File: src/rtl/pbc_pkg.sv
// Constants for the PHY base configuration register bank
// Function
// Long reset request starts 166 us bus reset
// Pending rx/tx finishes before reset drive
// Long reset request clears on any reset
// Software keeps other bits; prefers short reset
// Gap count sets fair, reset, delay gaps
// Gap count loads by write or config packet
// Gap count 3Fh on reset, two bus resets
// Software should change gap by packets
// Extended set field reads 111b
// Port count field reads 3
// Legacy speed field reads 111b
// Repeater delay field reads 02h
// Software may use delay 00h sometimes
// Self-ID bit 9 is control AND status
// Link-active control 1 on hw reset
// Interface depends only on link power status
// Bid flag copied to self-ID bit 20
// Bid flag 0 on hw reset, write-only set
// Writes to constant fields are ignored
package pbc_pkg;
    localparam logic [3:0] ADR_GAP = 4'h1;
    localparam logic [3:0] ADR_EXT = 4'h2;
    localparam logic [3:0] ADR_SPD = 4'h3;
    localparam logic [3:0] ADR_LNK = 4'h4;
    localparam logic [3:0] ADR_SRQ = 4'h5;
    localparam logic [3:0] ADR_STS = 4'h8;
    localparam logic [5:0] GAP_RST = 6'h3f;
    localparam logic [2:0] EXT_VAL = 3'h7;
    localparam logic [3:0] PORTS_VAL = 4'h3;
    localparam logic [2:0] SPD_VAL = 3'h7;
    localparam logic [3:0] DELAY_VAL = 4'h2;
    localparam int LONG_RST_US = 166;
    localparam int SHORT_RST_US = 1300;
    localparam int CLK_MHZ = 50;
    localparam int LONG_RST_CYC = LONG_RST_US * CLK_MHZ;
    localparam int SHORT_RST_CYC = SHORT_RST_US * CLK_MHZ;
    localparam int FAIR_BASE = 16;
    localparam int ARB_RST_BASE = 32;
    localparam int ARB_DLY_BASE = 8;
    localparam int GAP_STEP = 1;
endpackage

File: src/rtl/pbc_sync.sv
// Two-stage synchroniser for asynchronous level inputs
`timescale 1ns/100ps
module pbc_sync #(
    parameter int W = 1
) (
    input wire logic core_clk,
    input wire logic rst_n,
    input wire logic [W-1:0] d,
    output logic [W-1:0] q
);
    logic [W-1:0] s1_r;

    always_ff @(posedge core_clk or negedge rst_n)
    begin
        if (!rst_n)
        begin
            s1_r <= '0;
            q <= '0;
        end
        else
        begin
            s1_r <= d;
            q <= s1_r;
        end
    end
endmodule

File: src/rtl/pbc_gaps.sv
// Arbitration gap timings derived from the gap count
`timescale 1ns/100ps
module pbc_gaps (
    input wire logic core_clk,
    input wire logic rst_n,
    input wire logic [5:0] gap_count,
    output logic [7:0] fair_gap,
    output logic [7:0] arb_rst_gap,
    output logic [7:0] arb_dly
);
    always_ff @(posedge core_clk or negedge rst_n)
    begin
        if (!rst_n)
        begin
            fair_gap <= 8'h00;
            arb_rst_gap <= 8'h00;
            arb_dly <= 8'h00;
        end
        else
        begin
            fair_gap <= 8'(pbc_pkg::FAIR_BASE
                + pbc_pkg::GAP_STEP * int'(gap_count));
            arb_rst_gap <= 8'(pbc_pkg::ARB_RST_BASE
                + pbc_pkg::GAP_STEP * int'(gap_count));
            arb_dly <= 8'(pbc_pkg::ARB_DLY_BASE
                + int'(gap_count[5:1]));
        end
    end
endmodule

File: src/rtl/pbc_top.sv
// PHY base configuration bank with Wishbone slave
//
// The Wishbone slave port and the register offsets are this design's own decisions.
`timescale 1ns/100ps
module pbc_top #(
    parameter int LONG_CYC = pbc_pkg::LONG_RST_CYC,
    parameter int SHORT_CYC = pbc_pkg::SHORT_RST_CYC
) (
    input wire logic core_clk,
    input wire logic rst_n,
    input wire logic wb_cyc_i,
    input wire logic wb_stb_i,
    input wire logic wb_we_i,
    input wire logic [5:2] wb_adr_i,
    input wire logic [3:0] wb_sel_i,
    input wire logic [31:0] wb_dat_i,
    output logic [31:0] wb_dat_o,
    output logic wb_ack_o,
    input wire logic cfg_pkt_valid,
    input wire logic [5:0] cfg_pkt_gap,
    input wire logic bus_busy,
    input wire logic bus_reset_seen,
    input wire logic link_power_status_input,
    input wire logic link_request_input,
    output logic bus_reset_drive,
    output logic bus_reset_long,
    output logic self_id_link_active,
    output logic self_id_contender,
    output logic link_if_active,
    output logic link_req_accept,
    output logic [7:0] fair_gap,
    output logic [7:0] arb_rst_gap,
    output logic [7:0] arb_dly
);
    typedef enum logic [2:0] {
        PBC_IDLE = 3'b001,
        PBC_WAIT = 3'b010,
        PBC_DRIVE = 3'b100
    } pbc_st_t;

    logic [1:0] pin_s;
    logic lps_s;
    logic link_request_input_s;
    logic long_reset_request_r;
    logic short_reset_request_r;
    logic [5:0] gap_r;
    logic gap_touched_r;
    logic prev_reset_r;
    logic link_active_control_r;
    logic bid_r;
    pbc_st_t st_r;
    logic cur_long_r;
    logic [31:0] cnt_r;
    logic wr;
    logic rd;
    logic gap_wr;
    logic bus_rst_evt;
    logic [31:0] rd_nxt;

    pbc_sync #(.W(2)) u_sync (
        .core_clk(core_clk),
        .rst_n(rst_n),
        .d({link_request_input, link_power_status_input}),
        .q(pin_s)
    );
    assign lps_s = pin_s[0];
    assign link_request_input_s = pin_s[1];

    pbc_gaps u_gaps (
        .core_clk(core_clk),
        .rst_n(rst_n),
        .gap_count(gap_r),
        .fair_gap(fair_gap),
        .arb_rst_gap(arb_rst_gap),
        .arb_dly(arb_dly)
    );

    assign wr = wb_cyc_i && wb_stb_i && wb_we_i && !wb_ack_o && wb_sel_i[0];
    assign rd = wb_cyc_i && wb_stb_i && !wb_ack_o;
    assign gap_wr = wr && (wb_adr_i == pbc_pkg::ADR_GAP);
    // Cable reports every bus reset, our own drive included
    assign bus_rst_evt = bus_reset_seen;

    always_ff @(posedge core_clk or negedge rst_n)
    begin
        if (!rst_n)
            wb_ack_o <= 1'b0;
        else
            wb_ack_o <= wb_cyc_i && wb_stb_i && !wb_ack_o;
    end

    always_ff @(posedge core_clk or negedge rst_n)
    begin
        if (!rst_n)
        begin
            long_reset_request_r <= 1'b0;
            short_reset_request_r <= 1'b0;
        end
        else if (bus_rst_evt || st_r == PBC_DRIVE)
        begin
            long_reset_request_r <= 1'b0;
            short_reset_request_r <= 1'b0;
        end
        else if (wr && wb_adr_i == pbc_pkg::ADR_GAP)
            long_reset_request_r <= wb_dat_i[6];
        else if (wr && wb_adr_i == pbc_pkg::ADR_SRQ)
            short_reset_request_r <= wb_dat_i[0];
    end

    // Gap count with double bus reset fallback
    always_ff @(posedge core_clk or negedge rst_n)
    begin
        if (!rst_n)
        begin
            gap_r <= pbc_pkg::GAP_RST;
            gap_touched_r <= 1'b0;
            prev_reset_r <= 1'b0;
        end
        else if (gap_wr)
        begin
            gap_r <= wb_dat_i[5:0];
            gap_touched_r <= 1'b1;
        end
        else if (cfg_pkt_valid)
        begin
            gap_r <= cfg_pkt_gap;
            gap_touched_r <= 1'b1;
        end
        else if (bus_rst_evt)
        begin
            if (prev_reset_r && !gap_touched_r)
                gap_r <= pbc_pkg::GAP_RST;
            prev_reset_r <= 1'b1;
            gap_touched_r <= 1'b0;
        end
    end

    always_ff @(posedge core_clk or negedge rst_n)
    begin
        if (!rst_n)
        begin
            link_active_control_r <= 1'b1;
            bid_r <= 1'b0;
        end
        else if (wr && wb_adr_i == pbc_pkg::ADR_LNK)
        begin
            link_active_control_r <= wb_dat_i[0];
            bid_r <= wb_dat_i[1];
        end
    end

    // Reset sequencer waits for traffic to end
    always_ff @(posedge core_clk or negedge rst_n)
    begin
        if (!rst_n)
        begin
            st_r <= PBC_IDLE;
            cnt_r <= 32'h0;
            cur_long_r <= 1'b0;
        end
        else
        begin
            unique case (st_r)
                PBC_IDLE:
                    if (long_reset_request_r || short_reset_request_r)
                    begin
                        st_r <= PBC_WAIT;
                        cur_long_r <= long_reset_request_r;
                    end
                PBC_WAIT:
                    if (!bus_busy)
                    begin
                        st_r <= PBC_DRIVE;
                        cnt_r <= cur_long_r ? 32'(LONG_CYC)
                            : 32'(SHORT_CYC);
                    end
                PBC_DRIVE:
                    if (cnt_r == 32'h0000_0001)
                        st_r <= PBC_IDLE;
                    else
                        cnt_r <= cnt_r - 32'h0000_0001;
            endcase
        end
    end

    always_ff @(posedge core_clk or negedge rst_n)
    begin
        if (!rst_n)
        begin
            bus_reset_drive <= 1'b0;
            bus_reset_long <= 1'b0;
            self_id_link_active <= 1'b0;
            self_id_contender <= 1'b0;
            link_if_active <= 1'b0;
            link_req_accept <= 1'b0;
        end
        else
        begin
            bus_reset_drive <= (st_r == PBC_DRIVE) && !bus_reset_seen;
            bus_reset_long <= cur_long_r;
            self_id_link_active <= link_active_control_r && lps_s;
            self_id_contender <= bid_r;
            link_if_active <= lps_s;
            link_req_accept <= lps_s && link_request_input_s;
        end
    end

    always_comb
    begin
        rd_nxt = 32'h0;
        unique case (wb_adr_i)
            pbc_pkg::ADR_GAP:
                rd_nxt = {25'h0, long_reset_request_r, gap_r};
            pbc_pkg::ADR_EXT:
                rd_nxt = {25'h0, pbc_pkg::EXT_VAL,
                    pbc_pkg::PORTS_VAL};
            pbc_pkg::ADR_SPD:
                rd_nxt = {25'h0, pbc_pkg::SPD_VAL,
                    pbc_pkg::DELAY_VAL};
            pbc_pkg::ADR_LNK:
                rd_nxt = {30'h0, bid_r, link_active_control_r};
            pbc_pkg::ADR_SRQ:
                rd_nxt = {31'h0, short_reset_request_r};
            pbc_pkg::ADR_STS:
                rd_nxt = {28'h0, lps_s, bus_reset_long,
                    bus_reset_drive, st_r == PBC_WAIT};
            default:
                rd_nxt = 32'h0;
        endcase
    end

    always_ff @(posedge core_clk or negedge rst_n)
    begin
        if (!rst_n)
            wb_dat_o <= 32'h0;
        else if (rd)
            wb_dat_o <= rd_nxt;
    end
endmodule

File: config.mk
export PLATFORM = sky130hd
export DESIGN_NAME = pbc_top
export DESIGN_NICKNAME = d
export VERILOG_FILES = /design/src/rtl/pbc_pkg.sv /design/src/rtl/pbc_sync.sv /design/src/rtl/pbc_gaps.sv /design/src/rtl/pbc_top.sv
export SDC_FILE = /design/constraint.sdc
export NUM_CORES = 1
export LEC_CHECK = 0
export BUFFER_PORTS_ARGS = -buffer_cell sky130_fd_sc_hd__buf_2
export CORE_AREA = 2 2 129 131
export CTS_BUF_LIST = sky130_fd_sc_hd__clkbuf_2
export DETAILED_ROUTE_END_ITERATION = 10
export DIE_AREA = 0 0 131 133
export GPL_TIMING_DRIVEN = 0
export PLACE_DENSITY = 0.44
export SLEW_MARGIN = 30
export SYNTH_ARGS = -nofsm -noshare
export SYNTH_HDL_FRONTEND = slang
export SYNTH_SLANG_ARGS = --single-unit
File: constraint.sdc
create_clock -name core_clk -period 2.9 [get_ports core_clk]
set_input_delay 0.29 -clock core_clk [delete_from_list [all_inputs] [get_ports core_clk]]
set_output_delay 0.29 -clock core_clk [all_outputs]
set_load 0.01 [all_outputs]
==> reports/metrics.csv <==
metric,value,unit
ir_worst_vdd,193,uV
final_cell_area,4970,um2
antenna_found_initial,0,
dp_hpwl,7.17,mm
seq_power_share,49.5,%
antenna_cells,0,
cts-root-buf,clkbuf_2,
worst_slew_pin_slew,0.949,ns
status,completed,
syn_area_per_cell,9.79,um2
end_kind,flop,
gr-usage-all-layers,11.5,%
place_area,4650,um2
grt_pass1_vias,3001,
first_pass_iters,7,
switching_share,37.7,%
synth.most_common_cell,dfrtp_1,
gp_congestion,0.782,
rsz0062_at_grt,no,
drt-total-wl,10.1,mm
dp_cells,711,
period_share,96.3,%
met2_usage,17.8,%
dr_total_vias,3290,
htree_levels,3,
hold_ws,0.0996,ns
viasPerCell,4.40,
power_leakage,2.18,nW
path_class,reg -> reg,
nets,582,
fin_worst_skew,0.0234,ns
power.switching,0.940,mW
synth_edf_count,0,
max_freq,358,MHz
grt_max_degree,54,
wl_per_cell,13.4,um
maxSlewViolCount,0,
die-width,131,um
synth.distinct_cells,50,
fin_util,30.8,%
io-pin-count,119,
worstPathArrival,3.24,ns
top_usage_layer,met2,
clock_latency,0.55,ns
critPathMaxFanout,4,
cts_tree,yes,
grt_pass1_wl,15.4,mm
ys_warn_count,0,
ys_ff_latch,76,
core,16200,um2
die_h,133,um
syn2layout_area_growth,26.5,%
grtUsageMet3,4.00,%
cts_made_buffers,9,
p_clk_share,20.1,%
initial_utilization,24.3,%
io_buffer_count,60,
ant_nets,0,
synthTopCellsByCount,"dfrtp_1, nor2_1, buf_4, nand2_1, clkbuf_1",
finalSetupViolCount,0,
max_slew_margin,36.4,%
dieArea,17400,um2
synth_area_leaders,"dfrtp_1, buf_4, dfstp_2",
power_density,501,nW/um2
combPwrFrac,30.5,%
synth_area_leader_cell,dfrtp_1,
synth_area,3930,um2
drc,0,
synth_top_area_share,43.3,%
reg2reg_slack,0.11,ns
clk_pin_slew,0.22,ns
min_path_type,in -> reg,
fin_crit,2.79,ns
gr-total-overflow,0,
synth_top_flop_cell,dfrtp_1,
synth_cells,402,
rows,47,
grt_use_met1,15.4,%
drive_gt1_share,27.1,%
drt_iter0_drc,254,
startpoint_type,flop,
async_reset_ff_share,100,%
fin_cells,748,
timing.max_cap.violations,0,
ys_seq_area_share,48.6,%
cts.sinks,76,
clock_tree.buffer_depth,2,
cp.required,3.35,ns
finalHoldViolations,0,
intPower,1.55,mW
## flip-flops by register name, summed over array words and instances (netlist names), 2 cells and up
register / flops
st_r: 3
u_gaps.arb_rst_gap: 7
wb_dat_o: 7
gap_r: 6
u_sync.s1_r: 2
u_sync.q: 2
u_gaps.arb_dly: 2
cnt_r: 32
## power by group through the flow
| stage | Combinational [mW] | Clock [mW] | Sequential, mW |
|---|---|---|---|
| after global placement | 0.709 | 0 | 1.25 |
| after CTS | 0.735 | 0.532 | 1.23 |
| after floorplan | 0.469 | 0 | 1.25 |
| after global routing | 0.844 | 0.585 | 1.25 |
| final | 0.760 | 0.501 | 1.23 |
| after detailed placement | 0.719 | 0 | 1.25 |
## final timing paths
path                                 from                     to  cells after the start
min                         cfg_pkt_valid               gap_r[3]                      3
min in group asynchronous           rst_n  u_gaps.arb_rst_gap[2]                      2
max                             cnt_r[18]              cnt_r[25]                      5
max reg2reg                     cnt_r[18]              cnt_r[25]                      5
min reg2reg                u_sync.s1_r[1]            u_sync.q[1]                      0
max in group asynchronous           rst_n  link_active_control_r                      3
## layer usage
layer	routed length, um	share of wire (%)
met1	4790	48
met2	4520	45
met3	692	6.9
met4	63	0.63
met5	0	0
## worst max-delay path, stage by stage, from the launching register on
cell     delay (ns)
dfrtp_1        0.44
or4_4          0.57
or4_4          0.53
or3_4          0.40
or4_1          0.48
a32o_1         0.27
## repair_timing
item	in CTS	in global routing
cloned	0	0
endpoints found under the hold margin	87	6
gates resized for setup	1	5
setup endpoints to repair	9	21
buffers inserted	0	0
hold buffers	11	10
## area by class of cell
type / instances / area (um2)
Sequential cell: 76 / 1910
Tap cell: 220 / 275
Fill cell: 1729 / 11200
Timing Repair Buffer: 82 / 544
Clock buffer: 9 / 45.0
Buffer: 58 / 368
Inverter: 10 / 37.5
Multi-Input combinational cell: 286 / 1750
Clock inverter: 7 / 43.8
## through the flow
| stage | setup slack [ns] | power (mW) | setup TNS, ns |
|---|---|---|---|
| after global routing | 0.00920 | 2.68 | 0 |
| after CTS | 0.0142 | 2.50 | 0 |
| after detailed placement | -0.111 | 1.97 | -0.653 |
| after global placement | -0.0914 | 1.96 | -0.632 |
| after floorplan | 0.271 | 1.72 | 0 |
| final | 0.107 | 2.49 | 0 |
## cell families after synthesis
kind of cell               after synthesis  synth area share (%)
other                                    1                0.0953
adders and majority gates                3                 0.954
AOI/OAI and AO/OA                       64                  11.8
and+or+nand+nor                        162                  21.9
buffers and inverters                   68                  10.2
DFF                                     76                  48.6
xor gates and xnor gates                21                  4.68
muxes                                    7                  1.84
## cells in the final DEF, fill, tap and decap left out, types with 7 or more instances in the layout
cell type / n
conb_1: 29
nor2_1: 41
nand2_1: 30
nand3_1: 8
nor4_1: 15
clkbuf_1: 18
a21oi_1: 11
o21ai_0: 7
xnor2_1: 14
a31oi_1: 12
clkbuf_2: 9
inv_1: 10
dfstp_2: 8
dlygate4sd3_1: 21
or3_1: 8
nor3_1: 16
xor2_1: 7
buf_2: 59
buf_4: 39
a22o_1: 7
dfrtp_1: 68
Power figures use the tool's default switching activity.
